===== src/shared/stpg_map.svh =====
// register map, field positions and reset values of the spanning tree port gate
//
// Functional notes
// RULE1 - Port 3 is the processor port and only ports 1 and 2 have spanning tree controls.
// RULE2 - Ports 1 and 2 each have transmit enable, receive enable and learning disable that select the port state.
// RULE3 - With all three controls at 0, 0, 1 the port neither forwards nor receives ordinary frames and does not learn.
// RULE4 - A port with receive off still hands override-marked static matches to the processor port.
// RULE5 - In blocking only frames for the processor get through and the port learns nothing.
// RULE6 - In listening only traffic to or from the processor passes and learning stays off.
// RULE7 - With controls 0, 0, 0 only processor traffic passes but source addresses are learned.
// RULE8 - With controls 1, 1, 0 all traffic flows normally and source addresses are learned.
// RULE9 - The processor steers frames by tail tag only to ports in listening, learning or forwarding.
// RULE10 - The processor loads static entries with the override bit for the frames it must receive.
// RULE11 - The processor drops override frames that still arrive from a disabled or discarding port.
// RULE12 - The rapid discarding state uses controls 0, 0, 1 and so neither forwards nor learns.
// RULE13 - Setting global bits 5 and 4 flushes the dynamic and static entries of each port whose learning is off.
// RULE14 - The low two bits of the tail tag byte name the source or destination port at the processor port.
// RULE15 - Control changes take effect only between frames so that no frame is cut.
// RULE16 - A port with receive off drops ingress frames unless an override static match sends them to the processor.
`ifndef STPG_MAP_SVH
`define STPG_MAP_SVH

// register indices; byte address is four times the index
`define STPG_IDX_GLOBAL2    10'h002
`define STPG_IDX_PORT1      10'h012
`define STPG_IDX_PORT2      10'h022
`define STPG_IDX_STATUS     10'h040

// port control fields
`define STPG_BIT_TXEN       2
`define STPG_BIT_RXEN       1
`define STPG_BIT_LDIS       0
`define STPG_PORT_RESET     8'h06

// global register 2 fields
`define STPG_BIT_FLUSH_DYN  5
`define STPG_BIT_FLUSH_STA  4
`define STPG_GLOBAL2_RESET  8'h00

// port codes on the stream
`define STPG_SRC_P1         2'h1
`define STPG_SRC_P2         2'h2
`define STPG_SRC_CPU        2'h3
`define STPG_DST_CPU        3'h4

// egress tail tag values toward the processor
`define STPG_TAG_FROM_P1    8'h00
`define STPG_TAG_FROM_P2    8'h01

// buffering
`define STPG_FIFO_DEPTH     4

`endif


===== src/shared/stpg_pkg.sv =====
// types of the spanning tree port gate
package stpg_pkg;

    // one ingress beat; header fields are read on the first beat
    typedef struct packed {
        logic [31:0] data;
        logic        sop;
        logic        eop;
        logic [1:0]  src;
        logic [2:0]  dst;
        logic        ovr;
        logic [1:0]  tag;
    } stpg_in_s;

    // one egress beat
    typedef struct packed {
        logic [31:0] data;
        logic        sop;
        logic        eop;
        logic [2:0]  dst;
        logic [7:0]  tag;
    } stpg_out_s;

    // per port controls
    typedef struct packed {
        logic tx_en;
        logic rx_en;
        logic learn_dis;
    } stpg_ctrl_s;

    typedef enum logic [1:0] {
        STPG_ST_DISCARD = 2'b00,
        STPG_ST_LEARN   = 2'b01,
        STPG_ST_FORWARD = 2'b10,
        STPG_ST_OTHER   = 2'b11
    } stpg_state_e;

endpackage


===== src/rtl/stpg_gate.sv =====
// spanning tree port gate: apb registers, frame gating, learning and flush
`timescale 1ns/1ps
`default_nettype none
`include "stpg_map.svh"

module stpg_gate
    import stpg_pkg::*;
(
    // clock and reset
    input  wire logic        CLK_SYS,
    input  wire logic        RST_N,
    // apb slave
    input  wire logic        PSEL,
    input  wire logic        PENABLE,
    input  wire logic        PWRITE,
    input  wire logic [11:0] PADDR,
    input  wire logic [31:0] PWDATA,
    output logic      [31:0] PRDATA,
    output logic             PREADY,
    output logic             PSLVERR,
    // ingress frame stream
    input  wire logic        IN_VALID,
    output logic             IN_READY,
    input  wire stpg_in_s    IN_BEAT,
    // egress frame stream
    output logic             OUT_VALID,
    input  wire logic        OUT_READY,
    output stpg_out_s        OUT_BEAT,
    // address table side
    output logic             LEARN_VALID,
    output logic      [1:0]  LEARN_PORT,
    output logic      [1:0]  FLUSH_DYN,
    output logic      [1:0]  FLUSH_STA
);

    ////////////////////////////////////////////////////////////////////////////
    // register file

    logic [7:0]  port1_reg;
    logic [7:0]  port2_reg;
    logic [7:0]  global2;
    logic [15:0] drop_cnt;
    stpg_ctrl_s  cfg [2];
    stpg_ctrl_s  eff [2];
    logic [9:0]  idx;
    logic        setup;
    logic        wr_acc;
    logic        hit;
    logic [31:0] next_rdata;

    assign idx    = PADDR[11:2];
    assign setup  = PSEL && !PENABLE;
    assign wr_acc = PSEL && PENABLE && PWRITE;
    assign PREADY = 1'b1;
    assign hit    = (idx == `STPG_IDX_GLOBAL2) || (idx == `STPG_IDX_PORT1) ||
                    (idx == `STPG_IDX_PORT2) || (idx == `STPG_IDX_STATUS);

    // RULE2 three controls per port
    assign cfg[0] = '{tx_en:     port1_reg[`STPG_BIT_TXEN],
                      rx_en:     port1_reg[`STPG_BIT_RXEN],
                      learn_dis: port1_reg[`STPG_BIT_LDIS]};
    assign cfg[1] = '{tx_en:     port2_reg[`STPG_BIT_TXEN],
                      rx_en:     port2_reg[`STPG_BIT_RXEN],
                      learn_dis: port2_reg[`STPG_BIT_LDIS]};

    function automatic stpg_state_e decode(input stpg_ctrl_s c);
        unique case ({c.tx_en, c.rx_en, c.learn_dis})
            3'b001:  decode = STPG_ST_DISCARD;
            3'b000:  decode = STPG_ST_LEARN;
            3'b110:  decode = STPG_ST_FORWARD;
            default: decode = STPG_ST_OTHER;
        endcase
    endfunction

    // RULE1 only ports 1 and 2 hold state controls
    always_ff @(posedge CLK_SYS)
    begin
        if (!RST_N)
        begin
            port1_reg <= `STPG_PORT_RESET;
            port2_reg <= `STPG_PORT_RESET;
            global2   <= `STPG_GLOBAL2_RESET;
        end
        else if (wr_acc)
        begin
            if (idx == `STPG_IDX_PORT1)
            begin
                port1_reg <= PWDATA[7:0];
            end
            if (idx == `STPG_IDX_PORT2)
            begin
                port2_reg <= PWDATA[7:0];
            end
            // flush bits act once and read back as zero
            if (idx == `STPG_IDX_GLOBAL2)
            begin
                global2 <= PWDATA[7:0] & ~8'h30;
            end
        end
    end

    always_comb
    begin
        next_rdata = 32'h0000_0000;
        unique case (idx)
            `STPG_IDX_GLOBAL2: next_rdata[7:0] = global2;
            `STPG_IDX_PORT1:   next_rdata[7:0] = port1_reg;
            `STPG_IDX_PORT2:   next_rdata[7:0] = port2_reg;
            `STPG_IDX_STATUS:
            begin
                next_rdata[2:0]   = eff[0];
                next_rdata[6:4]   = eff[1];
                next_rdata[9:8]   = decode(eff[0]);
                next_rdata[11:10] = decode(eff[1]);
                next_rdata[31:16] = drop_cnt;
            end
            default:           next_rdata = 32'h0000_0000;
        endcase
    end

    // read data and error are caught in the setup cycle
    always_ff @(posedge CLK_SYS)
    begin
        if (!RST_N)
        begin
            PRDATA  <= 32'h0000_0000;
            PSLVERR <= 1'b0;
        end
        else if (setup)
        begin
            PRDATA  <= PWRITE ? 32'h0000_0000 : next_rdata;
            PSLVERR <= !hit;
        end
        else if (!PSEL)
        begin
            PSLVERR <= 1'b0;
        end
    end

    ////////////////////////////////////////////////////////////////////////////
    // flush of table entries

    // RULE13 flush ports whose learning is off
    always_ff @(posedge CLK_SYS)
    begin
        if (!RST_N)
        begin
            FLUSH_DYN <= 2'h0;
            FLUSH_STA <= 2'h0;
        end
        else
        begin
            FLUSH_DYN <= 2'h0;
            FLUSH_STA <= 2'h0;
            if (wr_acc && idx == `STPG_IDX_GLOBAL2)
            begin
                if (PWDATA[`STPG_BIT_FLUSH_DYN])
                begin
                    FLUSH_DYN <= {cfg[1].learn_dis, cfg[0].learn_dis};
                end
                if (PWDATA[`STPG_BIT_FLUSH_STA])
                begin
                    FLUSH_STA <= {cfg[1].learn_dis, cfg[0].learn_dis};
                end
            end
        end
    end

    ////////////////////////////////////////////////////////////////////////////
    // controls applied at frame boundaries

    logic fire;
    logic beat;
    logic in_frame;

    assign beat = IN_VALID && IN_READY;
    assign fire = beat && IN_BEAT.sop;

    always_ff @(posedge CLK_SYS)
    begin
        if (!RST_N)
        begin
            in_frame <= 1'b0;
        end
        else if (beat)
        begin
            in_frame <= !IN_BEAT.eop;
        end
    end

    // RULE15 controls only move between frames
    always_ff @(posedge CLK_SYS)
    begin
        if (!RST_N)
        begin
            eff[0] <= '{tx_en: 1'b1, rx_en: 1'b1, learn_dis: 1'b0};
            eff[1] <= '{tx_en: 1'b1, rx_en: 1'b1, learn_dis: 1'b0};
        end
        else if (!in_frame)
        begin
            eff[0] <= cfg[0];
            eff[1] <= cfg[1];
        end
    end

    ////////////////////////////////////////////////////////////////////////////
    // forwarding decision on the first beat

    logic [2:0] dec_dst;
    logic [2:0] tx_mask;
    logic [2:0] own_bit;
    logic       src_user;
    logic       sel;
    logic [7:0] dec_tag;

    assign src_user = (IN_BEAT.src == `STPG_SRC_P1) || (IN_BEAT.src == `STPG_SRC_P2);
    assign sel      = (IN_BEAT.src == `STPG_SRC_P2);
    // the processor port always accepts
    assign tx_mask  = {1'b1, eff[1].tx_en, eff[0].tx_en};
    assign own_bit  = sel ? 3'h2 : 3'h1;
    // RULE14 egress tag names the source port
    assign dec_tag  = sel ? `STPG_TAG_FROM_P2 : `STPG_TAG_FROM_P1;

    always_comb
    begin
        dec_dst = 3'h0;
        if (IN_BEAT.src == `STPG_SRC_CPU)
        begin
            // RULE6 RULE14 tail tag steers processor frames
            if (IN_BEAT.tag != 2'h0)
            begin
                dec_dst = {1'b0, IN_BEAT.tag};
            end
            else
            begin
                dec_dst = IN_BEAT.dst & {1'b0, eff[1].tx_en, eff[0].tx_en};
            end
        end
        else if (src_user)
        begin
            // RULE8 normal forwarding when receive is on
            if (eff[sel].rx_en)
            begin
                dec_dst = IN_BEAT.dst & tx_mask & ~own_bit;
            end
            // RULE4 RULE5 override matches still reach the processor
            else if (IN_BEAT.ovr && IN_BEAT.dst[2])
            begin
                dec_dst = `STPG_DST_CPU;
            end
            // RULE3 RULE12 RULE16 everything else dropped
            else
            begin
                dec_dst = 3'h0;
            end
        end
    end

    ////////////////////////////////////////////////////////////////////////////
    // egress path through the fifo

    logic       keep;
    logic [2:0] frm_dst;
    logic [7:0] frm_tag;
    logic       push;
    stpg_out_s  push_beat;

    always_ff @(posedge CLK_SYS)
    begin
        if (!RST_N)
        begin
            keep    <= 1'b0;
            frm_dst <= 3'h0;
            frm_tag <= 8'h00;
        end
        else if (fire)
        begin
            keep    <= (dec_dst != 3'h0);
            frm_dst <= dec_dst;
            frm_tag <= dec_tag;
        end
    end

    always_ff @(posedge CLK_SYS)
    begin
        if (!RST_N)
        begin
            drop_cnt <= 16'h0000;
        end
        else if (fire && dec_dst == 3'h0 && drop_cnt != 16'hFFFF)
        begin
            drop_cnt <= drop_cnt + 16'h0001;
        end
    end

    assign push = IN_VALID && (IN_BEAT.sop ? (dec_dst != 3'h0) : keep);
    assign push_beat = '{data: IN_BEAT.data,
                         sop:  IN_BEAT.sop,
                         eop:  IN_BEAT.eop,
                         dst:  IN_BEAT.sop ? dec_dst : frm_dst,
                         tag:  IN_BEAT.sop ? dec_tag : frm_tag};

    // a full fifo stalls the source, dropped beats wait too
    stpg_fifo #(
        .WIDTH ($bits(stpg_out_s)),
        .DEPTH (`STPG_FIFO_DEPTH)
    ) u_fifo (
        .clk       (CLK_SYS),
        .rst_n     (RST_N),
        .in_valid  (push),
        .in_ready  (IN_READY),
        .in_data   (push_beat),
        .out_valid (OUT_VALID),
        .out_ready (OUT_READY),
        .out_data  (OUT_BEAT)
    );

    ////////////////////////////////////////////////////////////////////////////
    // source address learning

    // RULE7 RULE8 learn unless learning is disabled
    always_ff @(posedge CLK_SYS)
    begin
        if (!RST_N)
        begin
            LEARN_VALID <= 1'b0;
            LEARN_PORT  <= 2'h0;
        end
        else
        begin
            LEARN_VALID <= fire && src_user && !eff[sel].learn_dis;
            if (fire && src_user)
            begin
                LEARN_PORT <= IN_BEAT.src;
            end
        end
    end
endmodule

`default_nettype wire


===== src/rtl/stpg_fifo.sv =====
// small valid/ready fifo in the egress path
`timescale 1ns/1ps
`default_nettype none

module stpg_fifo
    import stpg_pkg::*;
#(
    parameter int WIDTH = 8,
    parameter int DEPTH = 4
)
(
    // clock and reset
    input  wire logic             clk,
    input  wire logic             rst_n,
    // fill side
    input  wire logic             in_valid,
    output logic                  in_ready,
    input  wire logic [WIDTH-1:0] in_data,
    // drain side
    output logic                  out_valid,
    input  wire logic             out_ready,
    output logic      [WIDTH-1:0] out_data
);

    localparam int AW = $clog2(DEPTH);

    // depth must be a power of two so the pointers wrap by themselves
    logic [WIDTH-1:0] mem [DEPTH];
    logic [AW-1:0]    wr_ptr;
    logic [AW-1:0]    rd_ptr;
    logic [AW:0]      count;
    logic             push;
    logic             pop;

    assign in_ready  = (count != (AW+1)'(DEPTH));
    assign out_valid = (count != '0);
    assign push      = in_valid && in_ready;
    assign pop       = out_valid && out_ready;
    assign out_data  = mem[rd_ptr];

    always_ff @(posedge clk)
    begin
        if (push)
        begin
            mem[wr_ptr] <= in_data;
        end
    end

    always_ff @(posedge clk)
    begin
        if (!rst_n)
        begin
            wr_ptr <= '0;
            rd_ptr <= '0;
            count  <= '0;
        end
        else
        begin
            if (push)
            begin
                wr_ptr <= wr_ptr + 1'b1;
            end
            if (pop)
            begin
                rd_ptr <= rd_ptr + 1'b1;
            end
            if (push && !pop)
            begin
                count <= count + 1'b1;
            end
            else if (pop && !push)
            begin
                count <= count - 1'b1;
            end
        end
    end

endmodule

`default_nettype wire


===== config.mk =====
export PLATFORM = sky130hd
export DESIGN_NAME = stpg_gate
export DESIGN_NICKNAME = d
export VERILOG_FILES = /design/src/shared/stpg_pkg.sv /design/src/rtl/stpg_gate.sv /design/src/rtl/stpg_fifo.sv
export VERILOG_INCLUDE_DIRS = /design/src /design/src/shared
export SDC_FILE = /design/constraint.sdc
export NUM_CORES = 1
export LEC_CHECK = 0
export BUFFER_PORTS_ARGS = -buffer_cell sky130_fd_sc_hd__buf_2
export CORE_UTILIZATION = 55
export DETAILED_ROUTE_END_ITERATION = 8
export PLACE_DENSITY = 0.89
export SYNTH_ARGS = -nofsm -noshare
export SYNTH_HDL_FRONTEND = slang
export SYNTH_HIERARCHICAL = 1
export SYNTH_SLANG_ARGS = --single-unit
export TNS_END_PERCENT = 100

===== constraint.sdc =====
create_clock -name CLK_SYS -period 5.35 [get_ports CLK_SYS]
set_clock_uncertainty 0.15 [all_clocks]
set_input_delay 1.07 -clock CLK_SYS [delete_from_list [all_inputs] [get_ports CLK_SYS]]
set_output_delay 1.07 -clock CLK_SYS [all_outputs]
set_load 0.1 [all_outputs]

==> metrics.txt <==
outcome=completed; worst relative slew slack=between 40% and 50%; #FFs+latches synth=around 280; async set-or-reset flop fraction in the synthesized netlist=0%; pins over their slew limit=0; EDFF count, synth=between 150 and 200; Port Buffers=between 100 and 150; Worst Setup Start Kind=input pin; CTS tree=done; RSZ-0062 raised after global routing=false; Worst Path Arrival=between 4 and 5 ns; Top reg by flops=u_fifo/mem; Clock transition at path regs=about 0.070 ns; antenna cells=0; placed insts=1118; Max VDD drop=0.000274 V; met3 usage=under 10%; GRT Max-Usage Layer=met2; vias in the first global route=around 6600; core footprint=0.0195 mm²; crit-path max cell delay=0.37 ns; Post-DP HPWL=~14 mm; Die X=between 100 and 150 µm; CP Cell Sequence=buf_2, inv_1, ha_1, or2_2, o31ai_1, nor2_1, a21oi_1, a21boi_2, ha_1, inv_1, fa_1, xor2_1, or3_1, a21boi_0; max reg flops=180; WL per Instance=19.5 µm; clk buf depth=3; total power=between 6 and 7 mW; Hold Fails Final Rpt=0; Initial DRC Count=roughly 500; synthesized area per cell=between 15 and 20 µm²; max-cap viol count=0; fmax=0.259 GHz; Layout area overhead=18.0%; post-synthesis sequential area ratio=67.3%; Synth Instances=700; Req. time, crit path=~5.7 ns; pre-CTS setup slack=roughly 0.94 ns; LEAKAGE=4.66 nW; cts hold-fix bufs=0; CTS Buf Count=27; Top FF cell, synth=edfxtp_1; fill count=roughly 1300; Post-synth top cells=edfxtp_1 (186), dfxtp_1 (89), nor2_1 (63); slowest CP cell=fa_1; PD cells=around 470 mW/mm²; PnR worst setup slack=between 1 and 1.5 ns; met1 global-route usage=28.7%; actual slew at the worst max-slew pin=a little under 0.9 ns; crit path max fanout=7; Yosys top cell area share=51.0%; post-CTS setup buffer count=0; die span in y=143 µm; sw frac=about 36%; setup violators final=0; drt total wl=22.8 mm; FP Rows=51; Initial Utilization=between 50% and 60%; Area contributors post-synth=edfxtp_1 (51%), dfxtp_1 (16%), mux4_2 (8.2%); critical path class=input pin to register; Initial DRT Pass Iterations=5; Yosys top cell by area=edfxtp_1; clk_lat worst skew=between 0.5 and 0.6 ns; Total GRT Usage=23.0%; via/cell ratio=approximately 5.6; die area=around 0.02 mm²; HP Class=register to register; CTS Sinks=approximately 280; Crit. End Element=register; Sequential Power Share=between 40% and 50%; dpl cell area=approximately 0.012 mm²; CTS Root Cell=clkbuf_16; Final nets=984; cell internal pwr=about 3.9 mW; min Tclk post-route=a little under 4 ns; Final Cell Area=0.0129 mm²; fin crit share=72.2%; Clk pwr share=31.7%; Comb pwr share=approximately 28%; GRT overflow=0; post-route ant nets=0; switching power of the nets=about 2.2 mW; count leader, synth=edfxtp_1; layout cells sized above 1=about 30%; Synth Cell Area=between 0.01 and 0.015 mm²; setup slack, reg-to-reg=2.15 ns; first-pass GRT wire length=around 36 mm; Fin Setup TNS=0 ns; PostCTS Resize Cnt=0; Clock H-tree levels=1; I/O pins=about 180; YS warnings=6; via count=6556; Largest regs=u_fifo/mem x180, PRDATA x28, drop_cnt x16; DRC=0; M2 GR Usage=just over 40%; initial antenna violation count=3; routability cong.=0.820; largest net degree at the start of global routing=between 40 and 50; Non-Filler Instances=1166; Synth cell types=63
[path summary, 6_finish.rpt]
| path | from | endpoint | cells after the start |
|---|---|---|---|
| setup / recovery | IN_BEAT[6] | u_fifo/count[2]$_SDFFE_PN0P_ | 14 |
| hold / removal | frm_tag[0]$_SDFFE_PN0P_ | frm_tag[0]$_SDFFE_PN0P_ | 2 |
| setup reg to reg | eff[0][1]$_SDFFCE_PN1P_ | u_fifo/count[2]$_SDFFE_PN0P_ | 12 |
| hold reg to reg | frm_tag[0]$_SDFFE_PN0P_ | frm_tag[0]$_SDFFE_PN0P_ | 2 |
[cell families (layout without fill, tap and decap cells)]
| family | after synthesis | in the layout | synth area share (%) |
|---|---|---|---|
| adders and majority gates | 9 | 9 | 1.10 |
| other | 2 | 33 | 0.0686 |
| muxes | 84 | 84 | 13.0 |
| DFF | 275 | 275 | 67.3 |
| buffers and inverters | 47 | 217 | 2.59 |
| and+or+nand+nor | 196 | 196 | 9.68 |
| AOI/OAI and AO/OA | 79 | 79 | 5.61 |
| xor gates and xnor gates | 8 | 8 | 0.640 |
[final cells by class]
type / instances / area [µm²] / area share (%)
Tap cell: 265 / 332 / 2.57
Clock buffer: 34 / 702 / 5.43
Inverter: 8 / 30.0 / 0.232
Clock inverter: 14 / 209 / 1.62
Multi-Input combinational cell: 409 / 3430 / 26.5
Timing Repair Buffer: 161 / 848 / 6.57
Sequential cell: 275 / 7370 / 57.1
[through the flow]
stage	util, %	hold slack, ns
floorplan	-	0.284
CTS	66.4	0.310
global route	66.4	0.321
finish	66.4	0.308
detailed placement	61.7	0.297
global placement	61.7	0.290
[critical path, delay by kind of cell]
kind                       cells  cell delay, ns
and+or+nand+nor                3            0.71
AOI/OAI and AO/OA              4            1.05
xor gates and xnor gates       1            0.15
buffers and inverters          3            0.22
adders and majority gates      3            0.95
[layer usage]
| metal | part of all wire (%) | vias up |
|---|---|---|
| met1 | 39 | 3169 |
| met2 | 51 | 312 |
| met3 | 8.8 | 40 |
| met5 | 0.13 | - |
| met4 | 1.8 | 6 |
| li1 | - | 3029 |
[power by group through the flow]
| stage | Combinational, mW | Sequential [mW] | Clock (mW) |
|---|---|---|---|
| final | 1.68 | 2.50 | 1.94 |
| after global placement | 1.66 | 2.54 | 0 |
| after global routing | 1.74 | 2.52 | 2.05 |
| after floorplan | 1.56 | 2.45 | 0 |
| after detailed placement | 1.68 | 2.55 | 0 |
| after CTS | 1.69 | 2.50 | 1.97 |
[layout by cell type (no fill, tap or decap), types with 6 or more instances in the layout]
cell type	instances
mux2i_1	36
clkbuf_1	7
ha_1	8
edfxtp_1	186
nand4_1	10
inv_1	8
nand2_1	44
and3_1	8
dfxtp_1	87
a22oi_1	23
and2_1	12
buf_2	149
o21ai_0	12
a222oi_1	6
buf_4	11
conb_1	33
and4_1	6
nor2_1	63
mux4_2	40
clkbuf_16	27
or3_1	6
xnor2_1	7
nand2b_1	7
a21oi_1	16
(Power assumes the default switching activity.)
